## src/rcw_pkg.sv

```systemverilog
package rcw_pkg;

  // serial frame layout
  localparam int FRAME_BITS = 16;
  localparam int CMD_BITS = 8;
  localparam logic [7:0] CMD_REFRESH = 8'h5a;
  localparam logic [7:0] CMD_RD_RANDOM = 8'h1b;
  localparam logic [6:0] INT_REG_ADDR = 7'h36;
  localparam logic [7:0] STATUS_HIGH = 8'h00;

  // challenge generator
  localparam logic [7:0] LFSR_SEED = 8'h5d;
  localparam logic [7:0] LFSR_TAPS = 8'hb8;

  // timing
  localparam int CLK_KHZ = 40000;
  localparam int WD_PERIOD_US = 64000;
  localparam int WD_PERIOD_CYC = (WD_PERIOD_US * (CLK_KHZ / 1000));
  localparam int INT_PERIODS = 2;

  // how many partial writes make one refresh
  typedef enum logic [1:0] {
    RCW_NWR_ONE = 2'h0,
    RCW_NWR_TWO = 2'h1,
    RCW_NWR_FOUR = 2'h3
  } rcw_nwr_t;

  typedef enum logic [3:0] {
    RCW_MODE_PWR_DOWN = 4'h0,
    RCW_MODE_INIT_RESET = 4'h1,
    RCW_MODE_INIT = 4'h3,
    RCW_MODE_RESET = 4'h2,
    RCW_MODE_NORM_REQ = 4'h6,
    RCW_MODE_NORMAL = 4'h7,
    RCW_MODE_LP_OFF = 4'h5,
    RCW_MODE_SLEEP_KEPT = 4'h4,
    RCW_MODE_SAFE = 4'hc,
    RCW_MODE_FLASH = 4'hd
  } rcw_mode_t;

  typedef enum logic [1:0] {
    RCW_IO_OFF = 2'h0,
    RCW_IO_HS = 2'h1,
    RCW_IO_LS = 2'h2
  } rcw_iocfg_t;

  // supply and transceiver switches driven per mode
  typedef struct packed {
    logic vddOn;
    logic vddLowCurrent;
    logic canSupplyOn;
    logic io0Hs;
    logic io0Ls;
    logic io1Hs;
    logic io1Ls;
    logic canTxEn;
    logic canRxEn;
    logic canWakeEn;
    logic canTermGnd;
    logic linPullup;
    logic linTxEn;
    logic linRxEn;
    logic linWakeEn;
    logic linTermEn;
  } rcw_map_t;

  // bits of the inverted challenge that a partial write must carry
  function automatic logic [7:0] rcw_mask(input rcw_nwr_t nwr, input logic [1:0] pos);
    logic [7:0] m;
    m = 8'hff;
    if (nwr == RCW_NWR_TWO) begin
      m = pos[0] ? 8'h0f : 8'hf0;
    end else if (nwr == RCW_NWR_FOUR) begin
      m = 8'hc0 >> {pos, 1'b0};
    end
    return m;
  endfunction

endpackage

```

## src/rcw_spi_slave.sv

```systemverilog
`timescale 1ns/1ps
module rcw_spi_slave
  import rcw_pkg::*;
(
  input wire logic clk_sys,
  input wire logic rst_b,
  input wire logic sclkPin,
  input wire logic csPin_b,
  input wire logic mosiPin,
  input wire logic [7:0] txLow,
  output logic misoOut,
  output logic misoOe,
  output logic cmdValid,
  output logic [7:0] cmdByte,
  output logic frameDone,
  output logic [15:0] rxWord
);

  logic [2:0] sclkSync_ff;
  logic [2:0] csSync_ff;
  logic [1:0] mosiSync_ff;
  logic [4:0] bitCnt_ff;
  logic [15:0] rxSh_ff;
  logic [7:0] txSh_ff;
  logic sclkRise;
  logic sclkFall;
  logic csFall;
  logic csRise;

  // two flops before use; the third stage only serves edge detection
  always_ff @(posedge clk_sys) begin
    if (!rst_b) begin
      sclkSync_ff <= 3'h0;
      csSync_ff <= 3'h7;
      mosiSync_ff <= 2'h0;
    end else begin
      sclkSync_ff <= {sclkSync_ff[1:0], sclkPin};
      csSync_ff <= {csSync_ff[1:0], csPin_b};
      mosiSync_ff <= {mosiSync_ff[0], mosiPin};
    end
  end

  assign sclkRise = sclkSync_ff[1] & ~sclkSync_ff[2] & ~csSync_ff[1];
  assign sclkFall = ~sclkSync_ff[1] & sclkSync_ff[2] & ~csSync_ff[1];
  assign csFall = ~csSync_ff[1] & csSync_ff[2];
  assign csRise = csSync_ff[1] & ~csSync_ff[2];
  assign misoOe = ~csSync_ff[1];

  // receive side, msb first, sampled on rising clock
  always_ff @(posedge clk_sys) begin
    if (!rst_b) begin
      bitCnt_ff <= 5'h00;
      rxSh_ff <= 16'h0000;
      cmdValid <= 1'b0;
      cmdByte <= 8'h00;
      frameDone <= 1'b0;
      rxWord <= 16'h0000;
    end else begin
      cmdValid <= 1'b0;
      frameDone <= 1'b0;
      if (csFall) begin
        bitCnt_ff <= 5'h00;
      end else if (sclkRise && bitCnt_ff < 5'(FRAME_BITS)) begin
        rxSh_ff <= {rxSh_ff[14:0], mosiSync_ff[1]};
        bitCnt_ff <= bitCnt_ff + 5'h01;
        if (bitCnt_ff == 5'(CMD_BITS - 1)) begin
          cmdValid <= 1'b1;
          cmdByte <= {rxSh_ff[6:0], mosiSync_ff[1]};
        end
      end
      // a frame shorter than 16 bits is dropped silently; clocks past the 16th are ignored and the frame is kept
      if (csRise && bitCnt_ff == 5'(FRAME_BITS)) begin
        frameDone <= 1'b1;
        rxWord <= rxSh_ff;
      end
    end
  end

  // transmit side, changes on falling clock; low byte picked once the command is known
  always_ff @(posedge clk_sys) begin
    if (!rst_b) begin
      txSh_ff <= 8'h00;
      misoOut <= 1'b0;
    end else if (csFall) begin
      misoOut <= STATUS_HIGH[7];
      txSh_ff <= {STATUS_HIGH[6:0], 1'b0};
    end else if (sclkFall) begin
      if (bitCnt_ff == 5'(CMD_BITS)) begin
        misoOut <= txLow[7];
        txSh_ff <= {txLow[6:0], 1'b0};
      end else begin
        misoOut <= txSh_ff[7];
        txSh_ff <= {txSh_ff[6:0], 1'b0};
      end
    end
  end

endmodule

```

## src/rcw_watchdog_refresh.sv

```systemverilog
`timescale 1ns/1ps
// Functional notes
// - single write returns a fresh challenge
// - two writes carry high nibble then low
// - two-write new challenge only on second write
// - four writes carry two bits each, msb first
// - four-write new challenge on fourth write
// - interrupt supervision only when enabled
// - sleep-supply mode keeps regulator, reduced current
// - transceiver supply on after debug power-up
// - high-side io0/io1 stay on through reset modes
// - low-side io0 off in reset, restored later
// - low-side io1 stays on through reset modes
// - init reset: bus transceiver off, terminated
// - init reset: single-wire pull-up only
// - open window spans second half of period
// - early or missing refresh forces reset outside debug
module rcw_watchdog_refresh
  import rcw_pkg::*;
#(
  parameter int PERIOD_CYC = WD_PERIOD_CYC
) (
  input wire logic clk_sys,
  input wire logic rst_b,
  input wire logic sclkPin,
  input wire logic csPin_b,
  input wire logic mosiPin,
  output logic misoOut,
  output logic misoOe,
  input wire logic wdRun,
  input wire logic advancedSel,
  input wire logic windowSel,
  input wire rcw_nwr_t nwrSel,
  input wire logic intSuperviseEn,
  input wire logic intRequest,
  input wire logic debugMode,
  input wire rcw_mode_t devMode,
  input wire rcw_iocfg_t io0Cfg,
  input wire logic io0OnNormal,
  input wire rcw_iocfg_t io1Cfg,
  input wire logic io1OnNormal,
  input wire logic canSupplyWr,
  input wire logic canSupplyVal,
  input wire logic [7:0] normalCanLin,
  output logic wdFail,
  output logic resetReq,
  output logic [7:0] challenge,
  output logic [1:0] seqPos,
  output rcw_map_t blockMap
);

  localparam int CW = 32;
  localparam logic [CW-1:0] PERIOD_LAST = CW'(PERIOD_CYC - 1);
  localparam logic [CW-1:0] HALF = CW'(PERIOD_CYC / 2);
  localparam logic [CW-1:0] INT_LIMIT = CW'(INT_PERIODS * PERIOD_CYC - 1);

  // the window and timer compares need a period of a few cycles at least
  if (PERIOD_CYC < 4) begin : g_period_check
    $error("period too short");
  end

  logic [7:0] cmdByte;
  logic frameDone;
  logic [15:0] rxWord;
  logic [7:0] txLow;
  logic [7:0] candidate;
  logic [CW-1:0] wdCnt_ff;
  logic [CW-1:0] intCnt_ff;
  logic intWait_ff;
  logic canSup_ff;
  logic strapDone_ff;
  logic dbgSync1_ff;
  logic dbgSync2_ff;
  logic [1:0] lastPos;
  logic isRefresh;
  logic lastWrite;
  logic payloadOk;
  logic earlyHit;
  logic timeout;
  logic intLate;
  logic intAccess;
  logic failNow;
  logic refreshDone;
  logic inResetGroup;
  rcw_map_t nxt_map;

  rcw_spi_slave u_spi (
    .clk_sys(clk_sys),
    .rst_b(rst_b),
    .sclkPin(sclkPin),
    .csPin_b(csPin_b),
    .mosiPin(mosiPin),
    .txLow(txLow),
    .misoOut(misoOut),
    .misoOe(misoOe),
    .cmdValid(),
    .cmdByte(cmdByte),
    .frameDone(frameDone),
    .rxWord(rxWord)
  );

  // next challenge is precomputed so it can go out before the frame ends
  assign candidate = challenge[0] ? ((challenge >> 1) ^ LFSR_TAPS) : (challenge >> 1);
  assign lastPos = advancedSel ? 2'(nwrSel) : 2'h0;
  assign lastWrite = (seqPos == lastPos);
  // the fresh code goes out only on the closing write of a refresh
  assign txLow = (cmdByte == CMD_REFRESH && lastWrite) ? candidate : challenge;

  // payload check against the inverted bits for this position
  assign isRefresh = frameDone && wdRun && rxWord[15:8] == CMD_REFRESH;
  assign payloadOk = !advancedSel ||
    (rxWord[7:0] == (~challenge & rcw_mask(nwrSel, seqPos)));
  // only the closing write is held against the window
  assign earlyHit = windowSel && lastWrite && wdCnt_ff < HALF;
  assign refreshDone = isRefresh && payloadOk && !earlyHit && lastWrite;
  assign timeout = wdRun && wdCnt_ff == PERIOD_LAST;
  assign intAccess = frameDone && rxWord[15:9] == INT_REG_ADDR;
  assign intLate = intWait_ff && intCnt_ff == INT_LIMIT && !intAccess;
  assign failNow = (isRefresh && (!payloadOk || earlyHit)) || timeout || intLate;

  // period counter restarts on a good refresh or a failure
  always_ff @(posedge clk_sys) begin
    if (!rst_b || !wdRun || refreshDone || failNow) begin
      wdCnt_ff <= '0;
    end else begin
      wdCnt_ff <= wdCnt_ff + CW'(1);
    end
  end

  // position of the next expected partial write
  always_ff @(posedge clk_sys) begin
    if (!rst_b || failNow || refreshDone || !wdRun) begin
      seqPos <= 2'h0;
    end else if (isRefresh && payloadOk) begin
      seqPos <= seqPos + 2'h1;
    end
  end

  // challenge advances only when the refresh that showed it completes
  always_ff @(posedge clk_sys) begin
    if (!rst_b) begin
      challenge <= LFSR_SEED;
    end else if (refreshDone && advancedSel) begin
      challenge <= candidate;
    end
  end

  // interrupt response timer, armed only with supervision enabled
  always_ff @(posedge clk_sys) begin
    if (!rst_b || !intSuperviseEn || !wdRun) begin
      intWait_ff <= 1'b0;
      intCnt_ff <= '0;
    end else if (intAccess || intLate) begin
      intWait_ff <= 1'b0;
      intCnt_ff <= '0;
    end else if (intRequest && !intWait_ff) begin
      intWait_ff <= 1'b1;
      intCnt_ff <= '0;
    end else if (intWait_ff) begin
      intCnt_ff <= intCnt_ff + CW'(1);
    end
  end

  // failure pulse; debug keeps the watchdog running but never resets
  always_ff @(posedge clk_sys) begin
    if (!rst_b) begin
      wdFail <= 1'b0;
      resetReq <= 1'b0;
    end else begin
      wdFail <= failNow;
      resetReq <= failNow && !dbgSync2_ff;
    end
  end

  // debug strap comes from a pin, so it is synchronised first
  always_ff @(posedge clk_sys) begin
    if (!rst_b) begin
      dbgSync1_ff <= 1'b0;
      dbgSync2_ff <= 1'b0;
    end else begin
      dbgSync1_ff <= debugMode;
      dbgSync2_ff <= dbgSync1_ff;
    end
  end

  // supply default caught after release, then freely written
  always_ff @(posedge clk_sys) begin
    if (!rst_b) begin
      canSup_ff <= 1'b0;
      strapDone_ff <= 1'b0;
    end else if (canSupplyWr) begin
      canSup_ff <= canSupplyVal;
      strapDone_ff <= 1'b1;
    end else if (!strapDone_ff && devMode != RCW_MODE_INIT_RESET && devMode != RCW_MODE_PWR_DOWN) begin
      canSup_ff <= dbgSync2_ff;
      strapDone_ff <= 1'b1;
    end
  end

  assign inResetGroup = devMode == RCW_MODE_RESET || devMode == RCW_MODE_INIT ||
    devMode == RCW_MODE_NORM_REQ;

  // per-mode switch map; normalCanLin holds the software view of the bus blocks
  always_comb begin
    nxt_map = '0;
    unique case (devMode)
      RCW_MODE_PWR_DOWN, RCW_MODE_LP_OFF, RCW_MODE_SAFE: begin
        nxt_map.vddOn = devMode == RCW_MODE_SAFE;
      end
      RCW_MODE_INIT_RESET: begin
        nxt_map.vddOn = 1'b1;
        nxt_map.canTermGnd = 1'b1;
        nxt_map.linPullup = 1'b1;
      end
      RCW_MODE_INIT, RCW_MODE_RESET, RCW_MODE_NORM_REQ: begin
        nxt_map.vddOn = 1'b1;
        nxt_map.canSupplyOn = canSup_ff;
        nxt_map.io0Hs = io0Cfg == RCW_IO_HS && io0OnNormal;
        nxt_map.io1Hs = io1Cfg == RCW_IO_HS && io1OnNormal;
        nxt_map.io0Ls = devMode != RCW_MODE_RESET &&
          io0Cfg == RCW_IO_LS && io0OnNormal;
        nxt_map.io1Ls = io1Cfg == RCW_IO_LS && io1OnNormal;
      end
      RCW_MODE_NORMAL, RCW_MODE_FLASH: begin
        nxt_map.vddOn = 1'b1;
        nxt_map.canSupplyOn = canSup_ff;
        nxt_map.io0Hs = io0Cfg == RCW_IO_HS && io0OnNormal;
        nxt_map.io1Hs = io1Cfg == RCW_IO_HS && io1OnNormal;
        nxt_map.io0Ls = io0Cfg == RCW_IO_LS && io0OnNormal;
        nxt_map.io1Ls = io1Cfg == RCW_IO_LS && io1OnNormal;
        nxt_map.canTxEn = normalCanLin[0];
        nxt_map.canRxEn = normalCanLin[1];
        nxt_map.canWakeEn = normalCanLin[2];
        nxt_map.linPullup = devMode == RCW_MODE_NORMAL && normalCanLin[3];
        nxt_map.linTxEn = devMode == RCW_MODE_NORMAL && normalCanLin[4];
        nxt_map.linRxEn = devMode == RCW_MODE_NORMAL && normalCanLin[5];
        nxt_map.linWakeEn = devMode == RCW_MODE_NORMAL && normalCanLin[6];
        nxt_map.linTermEn = devMode == RCW_MODE_NORMAL && normalCanLin[7];
      end
      RCW_MODE_SLEEP_KEPT: begin
        nxt_map.vddOn = 1'b1;
        nxt_map.vddLowCurrent = 1'b1;
      end
      default: begin
        nxt_map = '0;
      end
    endcase
  end

  always_ff @(posedge clk_sys) begin
    if (!rst_b) begin
      blockMap <= '0;
    end else begin
      blockMap <= nxt_map;
    end
  end
endmodule

```

## config.mk

```make
export PLATFORM = sky130hd
export DESIGN_NAME = rcw_watchdog_refresh
export DESIGN_NICKNAME = d
export VERILOG_FILES = /design/src/rcw_pkg.sv /design/src/rcw_spi_slave.sv /design/src/rcw_watchdog_refresh.sv
export SDC_FILE = /design/constraint.sdc
export NUM_CORES = 1
export LEC_CHECK = 0
export BUFFER_PORTS_ARGS = -buffer_cell sky130_fd_sc_hd__buf_4
export CAP_MARGIN = 30
export CORE_UTILIZATION = 40
export CTS_BUF_LIST = sky130_fd_sc_hd__clkbuf_4
export CTS_CLUSTER_DIAMETER = 200
export CTS_CLUSTER_SIZE = 16
export DETAILED_ROUTE_END_ITERATION = 16
export HOLD_SLACK_MARGIN = 0.03
export PLACE_DENSITY = 0.55
export REMOVE_ABC_BUFFERS = 1
export SLEW_MARGIN = 20
export SYNTH_ARGS = -nofsm -noshare
export SYNTH_HDL_FRONTEND = slang
export SYNTH_SLANG_ARGS = --single-unit
```

## constraint.sdc

```tcl
create_clock -name clk_sys -period 2.5 [get_ports clk_sys]
set_input_delay 0 -clock clk_sys [delete_from_list [all_inputs] [get_ports clk_sys]]
set_output_delay 0 -clock clk_sys [all_outputs]
set_load 0.02 [all_outputs]
```

==> results.sh, run 1 <==
export IMPL_status="finished clean"
export IMPL_fp_dieArea_um2=19000
export IMPL_place_port_buffers=62
export IMPL_swShare_pct=23.2
export IMPL_cts_clk_slew_worst_paths_ps=130
export IMPL_synth_main_ff_cell="dfxtp_1"
export IMPL_dpl_cell_area_um2=8110
export IMPL_first_pass_iters=7
export IMPL_syn_area_per_cell_um2=9.27
export IMPL_tns_ps=0
export IMPL_reg2reg_depth=6
export IMPL_worst_ep_required_time_ps=2970
export IMPL_hold_path_class="in2reg"
export IMPL_end_kind="register"
export IMPL_crit_path_start_kind="register"
export IMPL_clockBufferDepth=2
export IMPL_clk_latency_ps=570
export IMPL_comb_power_share_pct=5.4
export IMPL_routedWlPerCell_um=13.9
export IMPL_drcViolationCount=0
export IMPL_place_gp_congestion=0.796
export IMPL_dp_hpwl_um=10900
export IMPL_switching_power_uw=1060
export IMPL_skew_ps=20.9
export IMPL_dpl_worst_slack_ps=234
export IMPL_grt_pass1_wl_um=27500
export IMPL_via_per_inst=5.07
export IMPL_setup_violations=0
export IMPL_cts_tree="done"
export IMPL_netlist_area_leader_share_pct=43.1
export IMPL_min_path_cells=5
export IMPL_cp_arrival_ps=2910
export IMPL_cts_made_buffers=17
export IMPL_stdcell_area_um2=8970
export IMPL_max_cap_viol_count=0
export IMPL_ioPinCount=63
export IMPL_synth_top_cell_by_area="dfxtp_1"
export IMPL_dr_first_iter_drc_count=223
export IMPL_hold_path_startpoint="nwrSel[1]"
export IMPL_ff2ff_setup_slack_ps=60
export IMPL_timing_rr_end="intWait_ff$_SDFFE_PP0P_"
export IMPL_grt_use_total_pct=18.5
export IMPL_grt_ovfl_total=0
export IMPL_yosysWarnings=0
export IMPL_area_growth_synth_to_final_pct=21.5
export IMPL_cts_max_level=4
export IMPL_grt_max_degree=35
export IMPL_fillers=1749
export IMPL_cp_startpoint="intCnt_ff[15]$_SDFFE_PP0P_"
export IMPL_cts_sinks=159
export IMPL_worst_slack_ps=59.7
export IMPL_synth_top_cells_by_count="159 x dfxtp_1, 107 x nand2_1, 66 x nor2_1"
export IMPL_die_w_um=138
export IMPL_start_util_pct=41.0
export IMPL_die_y_um=138
export IMPL_antenna_found_initial=1
export IMPL_ant_nets=0
export IMPL_core_area_um2=18000
export IMPL_yosys_top_cells_area="dfxtp_1 43%, nand2_1 5.4%, nor3b_2 4.7%"
export IMPL_whs_endpoint="seqPos[1]$_SDFFE_PP0N_"
export IMPL_crit_chain="or4b_1, or4_4, nor3_4, nor4b_2, o21a_1, dlygate4sd3_1"
export IMPL_cp_slowest_cell="dlygate4sd3_1"
export IMPL_p_leak_uw=0.00326
export IMPL_synth_cell_type_count=69
export IMPL_power_uw=4560
export IMPL_seq_area_frac_synth_pct=43.1
export IMPL_path_class="reg2reg"
export IMPL_cts_root_buf="clkbuf_4"
export IMPL_async_flop_share_pct=0
export IMPL_drive_gt1_share_pct=18.2
export IMPL_nets=952
export IMPL_yosysMostFrequentCell="dfxtp_1"
export IMPL_intPower_uw=3500
export IMPL_syn_cell_area_um2=7380
export IMPL_ys_ff_latch=159
export IMPL_slowest_delay_ps=540
export IMPL_worst_path_buf_inv=1
export IMPL_maxSlewViolCount=0
export IMPL_r2r_start="intCnt_ff[15]$_SDFFE_PP0P_"
export IMPL_p_seq_share_pct=56.2
export IMPL_via_count=5846
export IMPL_grt_pass1_vias=5822
export IMPL_worst_pin_slew_ps=630
export IMPL_vdd_drop_max_mv=0.373
export IMPL_slew_headroom_pct=57.9
export IMPL_synthCells=796
export IMPL_drt_wl_total_um=16100
export IMPL_power_density_nw_per_um2=508
export IMPL_rows=49
export IMPL_post_route_period_util_pct=97.6
export IMPL_cp_max_fo=3
export IMPL_crit_family="simple AND/OR/NAND/NOR gates"
export IMPL_hold_violations=0
export IMPL_synth_edf_count=0
export IMPL_timing_final_crit_period_ps=2440
export IMPL_max_freq_ghz=0.410
export IMPL_clkPwrFrac_pct=38.5
[sequential cells by signal, summed over array words and instances (netlist names), 2 cells and up]
| register | cells |
|---|---|
| u_spi.rxSh_ff | 16 |
| u_spi.sclkSync_ff | 3 |
| challenge | 8 |
| intCnt_ff | 32 |
| u_spi.txSh_ff | 7 |
| blockMap | 16 |
| u_spi.csSync_ff | 3 |
| u_spi.rxWord | 16 |
| wdCnt_ff | 32 |
| u_spi.mosiSync_ff | 2 |
| u_spi.cmdByte | 8 |
| u_spi.bitCnt_ff | 5 |
| seqPos | 2 |
[cell families (layout without fill, tap and decap cells)]
group                    count (synthesis)  in the layout  share of synthesized area (%)
XOR/XNOR                                70             70                           8.31
adder cells (fa/ha/maj)                  8              8                           1.36
other                                    0              1                              0
multiplexers                            24             24                           3.36
flip-flops                             159            159                           43.1
AND/OR/NAND/NOR                        390            390                           30.8
buffers and inverters                   55            183                           3.92
AO/OA/AOI/OAI                           90             90                           9.15
[through the flow]
stage                     hold slack, ps  instances  utilization (%)
after CTS                           91.8       1152             49.6
after floorplan                     61.9        761                -
after detailed placement             170       1071             45.0
final                                149       1154             49.8
after global placement               168       1071             45.0
after global routing                 115       1154             49.8
[cells in the final DEF, fill, tap and decap left out, types with 4 or more instances in the layout]
cell,Yosys,routed
dfxtp_1,159,159
dlygate4sd3_1,0,49
a21o_1,5,5
and3_1,10,10
nor3b_2,28,28
xnor2_1,33,33
ha_1,8,8
nand2b_1,14,14
a211oi_1,4,4
clkbuf_4,0,19
nor2_1,66,66
a311oi_1,4,4
clkinvlp_4,0,5
a21oi_1,10,10
nand4_1,21,21
nor2b_1,17,17
nor4_1,6,6
buf_12,0,4
nor3b_1,4,4
bufinv_16,0,4
inv_1,20,20
and4_1,9,9
xor2_1,37,37
a21boi_0,32,32
and2_1,22,22
mux2i_1,21,21
nor3_1,17,16
buf_4,9,78
nor4b_1,6,5
nand3_1,32,32
o21ai_0,10,10
nand2_1,107,107
or3_1,5,5
[timing repair]
action / in CTS / in global routing
hold buffers: 49 / 0
setup endpoints to repair: 0 / 2
gates resized for setup: 0 / 5
buffers inserted: 0 / 1
hold endpoints to repair: 117 / 0
[worst min-delay path, cell delays in order]
cell and delay (ps):
buf_4 150, a22oi_1 130, and2_1 220, nand4_1 110, o21ai_0 60
[metal layers]
| metal | share of wire (%) | track usage, % |
|---|---|---|
| met1 | 45 | 22.0 |
| met2 | 51 | 32.3 |
| met3 | 2.6 | 4.17 |
| met4 | 1.4 | 6.58 |
| met5 | 0 | 0 |
[worst max path at each step]
| stage | endpoint | slack [ps] | cells after the start |
|---|---|---|---|
| after detailed placement | wdCnt_ff[31]$_SDFF_PP0_ | 230 | 7 |
| final | intWait_ff$_SDFFE_PP0P_ | 60 | 6 |
| after floorplan | challenge[4]$_SDFFE_PN1P_ | 140 | 6 |
| after global placement | wdCnt_ff[31]$_SDFF_PP0_ | 260 | 7 |
| after global routing | intWait_ff$_SDFFE_PP0P_ | -20 | 6 |
| after CTS | intWait_ff$_SDFFE_PP0P_ | 9 | 6 |
[area by class of cell]
class / instances / area (µm²) / share of cell area (%)
diodes: 1 / 2.50 / 0.0279
clock inverters: 13 / 188 / 2.09
flip-flops and latches: 159 / 3180 / 35.5
multi-input cells: 582 / 3940 / 43.9
repair buffers: 131 / 1160 / 12.9
well taps: 229 / 287 / 3.19
clock buffers: 19 / 143 / 1.59
inverters: 20 / 75.1 / 0.837
[power by group through the flow]
stage / Clock (µW) / Sequential, µW / Combinational, µW
2_1_floorplan: 0 / 2620 / 81.1
3_3_place_gp: 0 / 2610 / 187
3_5_place_dp: 0 / 2610 / 191
4_1_cts: 1830 / 2560 / 241
5_1_grt: 1940 / 2560 / 264
6_report: 1750 / 2560 / 244
Note: power is estimated with default switching activity, not from simulation.
==> inputs of run 2 (changes only) <==
Settings changed: REMOVE_ABC_BUFFERS 1 to not set.
==> run 2 against run 1 <==
Effect of this change:
- worst hold slack got worse by 69 ps
- count of clock-buffer cells in the layout grew 1
- die area stayed put
- clock power down 13%
==> results.sh, run 2 (synthesized netlist as in run 1, its figures left out) <==
export IMPL_top_layer="met4"
export IMPL_comb_power_share_pct=5.4
export IMPL_tns_ps=0
export IMPL_clk_latency_ps=570
export IMPL_utilization_pct=49.1
export IMPL_drt_met1_wl_um=7330
export IMPL_synth_fp_nets=837
export IMPL_grt_pass1_vias=5610
export IMPL_worst_slack_ps=65.9
export IMPL_grt_ovfl_total=0
export IMPL_worst_pin_slew_ps=643
export IMPL_dpl_worst_slack_ps=131
export IMPL_dr_first_iter_drc_count=270
export IMPL_drive_gt1_share_pct=18.1
export IMPL_dpl_cell_area_um2=8100
export IMPL_hold_path_startpoint="windowSel"
export IMPL_grt_pass1_wl_um=27100
export IMPL_timing_rr_end="intWait_ff$_SDFFE_PP0P_"
export IMPL_via_per_inst=5.05
export IMPL_crit_path_start_kind="register"
export IMPL_slew_headroom_pct=56.7
export IMPL_cts_clk_slew_worst_paths_ps=130
export IMPL_ioPinCount=63
export IMPL_path_class="reg2reg"
export IMPL_p_seq_share_pct=59.3
export IMPL_mostFrequentLayoutCells="157 x dfxtp_1, 107 x nand2_1, 79 x buf_4"
export IMPL_crit_chain="or4b_1, or4_4, nor3_4, nor4b_1, o21a_1, dlygate4sd3_1"
export IMPL_cts_sinks=159
export IMPL_cp_arrival_ps=2900
export IMPL_min_path_cells=5
export IMPL_dp_hpwl_um=11400
export IMPL_power_density_nw_per_um2=487
export IMPL_largestRegisters="intCnt_ff: 32 flops, wdCnt_ff: 32 flops"
export IMPL_intPower_uw=3290
export IMPL_maxSlewViolCount=0
export IMPL_swShare_pct=23.8
export IMPL_grt_setup_unrepaired="no"
export IMPL_wl_met2_um=8140
export IMPL_post_route_period_util_pct=97.4
export IMPL_slowest_delay_ps=550
export IMPL_vdd_drop_max_mv=0.508
export IMPL_place_port_buffers=62
export IMPL_timing_final_crit_period_ps=2430
export IMPL_cp_max_fo=3
export IMPL_max_freq_ghz=0.411
export IMPL_final_common_cell="dfxtp_1"
export IMPL_r2r_start="intCnt_ff[15]$_SDFFE_PP0P_"
export IMPL_cp_slowest_cell="dlygate4sd3_1"
export IMPL_clockBufferDepth=2
export IMPL_area_growth_synth_to_final_pct=19.9
export IMPL_worst_ep_required_time_ps=2960
export IMPL_route_met3_wl_um=685
export IMPL_grt_max_degree=65
export IMPL_nets=948
export IMPL_grt_use_total_pct=18.3
export IMPL_end_kind="register"
export IMPL_max_cap_viol_count=0
export IMPL_p_leak_uw=0.00321
export IMPL_whs_endpoint="wdFail$_SDFF_PN0_"
export IMPL_stdcell_area_um2=8850
export IMPL_reg2reg_depth=6
export IMPL_ant_nets=0
export IMPL_cts_made_buffers=17
export IMPL_cts_tree="done"
export IMPL_clkPwrFrac_pct=35.2
export IMPL_antenna_found_initial=1
export IMPL_hold_violations=0
export IMPL_status="finished clean"
export IMPL_hold_path_class="in2reg"
export IMPL_drcViolationCount=0
export IMPL_place_gp_congestion=0.801
export IMPL_skew_ps=22.9
export IMPL_core_area_um2=18000
export IMPL_first_pass_iters=4
export IMPL_setup_violations=0
export IMPL_routedWlPerCell_um=14.2
export IMPL_rows=49
export IMPL_drt_wl_total_um=16400
export IMPL_ff2ff_setup_slack_ps=70
export IMPL_die_w_um=138
export IMPL_via_count=5798
export IMPL_fp_dieArea_um2=19000
export IMPL_cts_max_level=4
export IMPL_start_util_pct=41.0
export IMPL_die_y_um=138
export IMPL_switching_power_uw=1020
export IMPL_cts_root_buf="clkbuf_4"
## run 2: changes by cell type in the layout (fill, tap and decap cells not counted), moves of 2 or more
cell,delta
bufinv_16,-2
clkinv_1,+2
dfxtp_1,-2
dfxtp_2,+2
dlygate4sd3_1,-4
inv_6,-2
## run 2: power by group through the flow
stage / sequential (µW) / combinational [µW] / clock [µW]
2_1_floorplan: 2620 / 104 / 0
3_3_place_gp: 2610 / 186 / 0
3_5_place_dp: 2610 / 190 / 0
4_1_cts: 2560 / 235 / 1580
5_1_grt: 2560 / 255 / 1690
6_report: 2560 / 235 / 1520
## run 2: per-layer routing
metal | GRT usage, % | vias up
li1 | - | 2972
met1 | 21.7 | 2737
met2 | 31.6 | 71
met3 | 5.52 | 18
met4 | 5.56 | 0
met5 | 0 | -
## run 2: worst max-delay path by stage
stage / start / to / slack, ps / depth (start not counted)
finish: intCnt_ff[15]$_SDFFE_PP0P_ / intWait_ff$_SDFFE_PP0P_ / 70 / 6
global route: intCnt_ff[15]$_SDFFE_PP0P_ / intWait_ff$_SDFFE_PP0P_ / 7 / 6
floorplan: seqPos[0]$_SDFFE_PP0N_ / challenge[4]$_SDFFE_PN1P_ / 140 / 6
CTS: intCnt_ff[16]$_SDFFE_PP0P_ / intWait_ff$_SDFFE_PP0P_ / 8 / 6
detailed placement: seqPos[0]$_SDFFE_PP0N_ / wdCnt_ff[30]$_SDFF_PP0_ / 130 / 8
global placement: seqPos[0]$_SDFFE_PP0N_ / wdCnt_ff[28]$_SDFF_PP0_ / 240 / 7
## run 2: critical path: cells and delay by family (launching register included)
| family | cells | cell delay [ps] |
|---|---|---|
| DFF | 1 | 360 |
| and+or+nand+nor | 4 | 1330 |
| AOI/OAI and AO/OA | 1 | 110 |
| buffers and inverters | 1 | 550 |
## run 2: what timing repair did
item | CTS | global route
buffers inserted | 0 | 1
hold buffers | 45 | 0
setup endpoints to repair | 0 | 33
endpoints found under the hold margin | 75 | 0
resized for setup | 0 | 5
## run 2: through the flow
step	hold WS, ps	power, µW	std cells
after global placement	168	2800	1071
after floorplan	75.8	2720	796
final	79.5	4310	1149
after detailed placement	169	2800	1071
after CTS	40.2	4370	1147
after global routing	75.0	4510	1149
## run 2: area by class of cell
type                    instances  area (µm²)
fillers                      1714        9180
multi-input cells             582        3930
flip-flops and latches        159        3190
repair buffers                127        1100
well taps                     229         287
clock buffers                  20         150
clock inverters                11         119
inverters                      20        75.1
diodes                          1        2.50
==> inputs of run 3 (changes only) <==
Settings changed: CORE_UTILIZATION 40 to 25, PLACE_DENSITY 0.55 to 0.38, REMOVE_ABC_BUFFERS set to 1.
==> run 3 against run 2 <==
Effect of this change:
- routed wire length rose by 6.0%
- setup slack improved by 120 ps
- via count fell by 1.9%
- power rose by 3.8%
- worst hold slack got worse by 1.8 ps
- register-to-register slack improved by 120 ps
- clock skew rose by 13 ps
- clock power rose by 11%
- core utilization fell by 18 points
- cell count rose by 14%
==> results.sh, run 3 (synthesized netlist as in run 1, its figures left out) <==
export IMPL_path_class="reg2reg"
export IMPL_r2r_start="seqPos[0]$_SDFFE_PP0N_"
export IMPL_first_pass_iters=5
export IMPL_grt_pass1_vias=5612
export IMPL_tns_ps=0
export IMPL_comb_power_share_pct=5.3
export IMPL_hold_violations=0
export IMPL_mostFrequentLayoutCells="159 x dfxtp_1, 107 x nand2_1, 89 x buf_4"
export IMPL_fp_dieArea_um2=30200
export IMPL_grt_max_degree=34
export IMPL_status="finished clean"
export IMPL_setup_violations=0
export IMPL_post_cts_resized=0
export IMPL_clkPwrFrac_pct=37.6
export IMPL_cp_max_fo=30
export IMPL_grt_pass1_wl_um=29100
export IMPL_place_port_buffers=62
export IMPL_cts_made_buffers=17
export IMPL_grt_ovfl_total=0
export IMPL_largestRegisters="intCnt_ff: 32 flops, wdCnt_ff: 32 flops"
export IMPL_maxSlewViolCount=0
export IMPL_hold_path_class="in2reg"
export IMPL_p_seq_share_pct=57.1
export IMPL_core_area_um2=28900
export IMPL_power_density_nw_per_um2=491
export IMPL_whs_endpoint="resetReq$_SDFF_PN0_"
export IMPL_antenna_found_initial=1
export IMPL_ioPinCount=63
export IMPL_grt_use_total_pct=11.9
export IMPL_timing_rr_end="wdCnt_ff[17]$_SDFF_PP0_"
export IMPL_reg2reg_depth=7
export IMPL_max_freq_ghz=0.432
export IMPL_intPower_uw=3310
export IMPL_min_path_cells=5
export IMPL_dr_first_iter_drc_count=205
export IMPL_routedWlPerCell_um=13.2
export IMPL_vdd_drop_max_mv=0.257
export IMPL_drt_wl_total_um=17300
export IMPL_via_per_inst=4.33
export IMPL_start_util_pct=25.6
export IMPL_stdcell_count=1313
export IMPL_cts_root_buf="clkbuf_4"
export IMPL_slew_headroom_pct=58.7
export IMPL_p_leak_uw=0.00325
export IMPL_cts_tree="done"
export IMPL_postCtsSetupRepairBufs=0
export IMPL_skew_ps=36.0
export IMPL_final_common_cell="dfxtp_1"
export IMPL_die_y_um=174
export IMPL_ff2ff_setup_slack_ps=190
export IMPL_cts_hold_buf=45
export IMPL_cts_clk_slew_worst_paths_ps=150
export IMPL_dp_cells=1236
export IMPL_worst_ep_required_time_ps=2990
export IMPL_ant_nets=0
export IMPL_cp_slowest_cell="or4b_4"
export IMPL_rows=62
export IMPL_crit_path_start_kind="register"
export IMPL_max_cap_viol_count=0
export IMPL_timing_final_crit_period_ps=2310
export IMPL_die_w_um=174
export IMPL_cp_arrival_ps=2800
export IMPL_end_kind="register"
export IMPL_area_growth_synth_to_final_pct=23.4
export IMPL_grt_setup_unrepaired="no"
export IMPL_drcViolationCount=0
export IMPL_switching_power_uw=1170
export IMPL_drive_gt1_share_pct=18.8
export IMPL_via_count=5690
export IMPL_place_gp_congestion=0.739
export IMPL_post_route_period_util_pct=92.5
export IMPL_dp_hpwl_um=12100
export IMPL_nets=957
export IMPL_clk_latency_ps=580
export IMPL_worst_pin_slew_ps=620
export IMPL_crit_chain="ha_1, a21oi_2, or4b_4, a211oi_4, a311o_2, buf_12, nor3b_2"
export IMPL_cts_sinks=159
export IMPL_swShare_pct=26.2
export IMPL_cts_max_level=4
export IMPL_slowest_delay_ps=530
export IMPL_fillers=3082
export IMPL_hold_path_startpoint="windowSel"
export IMPL_clockBufferDepth=2
## run 3: layout make-up
type / instances / area, µm² / share of cell area [%]
Multi-Input combinational cell: 582 / 3910 / 42.9
Sequential cell: 159 / 3180 / 34.9
Timing Repair Buffer: 136 / 1160 / 12.7
Tap cell: 384 / 480 / 5.27
Clock inverter: 14 / 175 / 1.92
Clock buffer: 17 / 128 / 1.40
Inverter: 20 / 75.1 / 0.824
Antenna cell: 1 / 2.50 / 0.0275
## run 3: per-stage QoR
| step | hold WS, ps | power, µW | instance area [µm²] | utilization, % | worst slack [ps] |
|---|---|---|---|---|---|
| floorplan | 61.9 | 2700 | 7170 | - | 136 |
| global placement | 173 | 2810 | 8360 | 29.0 | 235 |
| detailed placement | 171 | 2810 | 8360 | 29.0 | 207 |
| CTS | 53.7 | 4590 | 9110 | 31.6 | 153 |
| global route | 50.6 | 4720 | 9110 | 31.6 | 32.1 |
| finish | 77.7 | 4480 | 9110 | 31.6 | 188 |
## run 3: critical path: cells and delay by family, from the launching register on
kind | cells | cell delay [ps]
and+or+nand+nor | 2 | 700
AOI/OAI and AO/OA | 3 | 670
DFF | 1 | 490
adders and majority gates | 1 | 200
buffers and inverters | 1 | 160
## run 3: layer usage
layer	track usage, %	routed length [µm]	vias to the layer above
li1	-	-	2990
met1	15.9	8840	2644
met2	19.3	7920	47
met3	2.83	444	9
met4	2.96	143	0
met5	0	0	-
## run 3: worst max-delay path by stage
stage                                    start                   endpoint  slack (ps)  depth (start not counted)
global route            seqPos[0]$_SDFFE_PP0N_    wdCnt_ff[19]$_SDFF_PP0_          30                          7
global placement    intCnt_ff[15]$_SDFFE_PP0P_     wdCnt_ff[6]$_SDFF_PP0_         240                          7
floorplan               seqPos[0]$_SDFFE_PP0N_  challenge[4]$_SDFFE_PN1P_         140                          6
finish                  seqPos[0]$_SDFFE_PP0N_    wdCnt_ff[17]$_SDFF_PP0_         190                          7
detailed placement  intCnt_ff[15]$_SDFFE_PP0P_    wdCnt_ff[19]$_SDFF_PP0_         210                          7
CTS                     seqPos[0]$_SDFFE_PP0N_    wdCnt_ff[22]$_SDFF_PP0_         150                          7
## run 3: power groups by stage
stage	registers (µW)	clock network [µW]	logic, µW
floorplan	2620	0	81.1
global placement	2610	0	196
detailed placement	2610	0	195
CTS	2560	1790	240
global route	2560	1900	258
finish	2560	1680	235
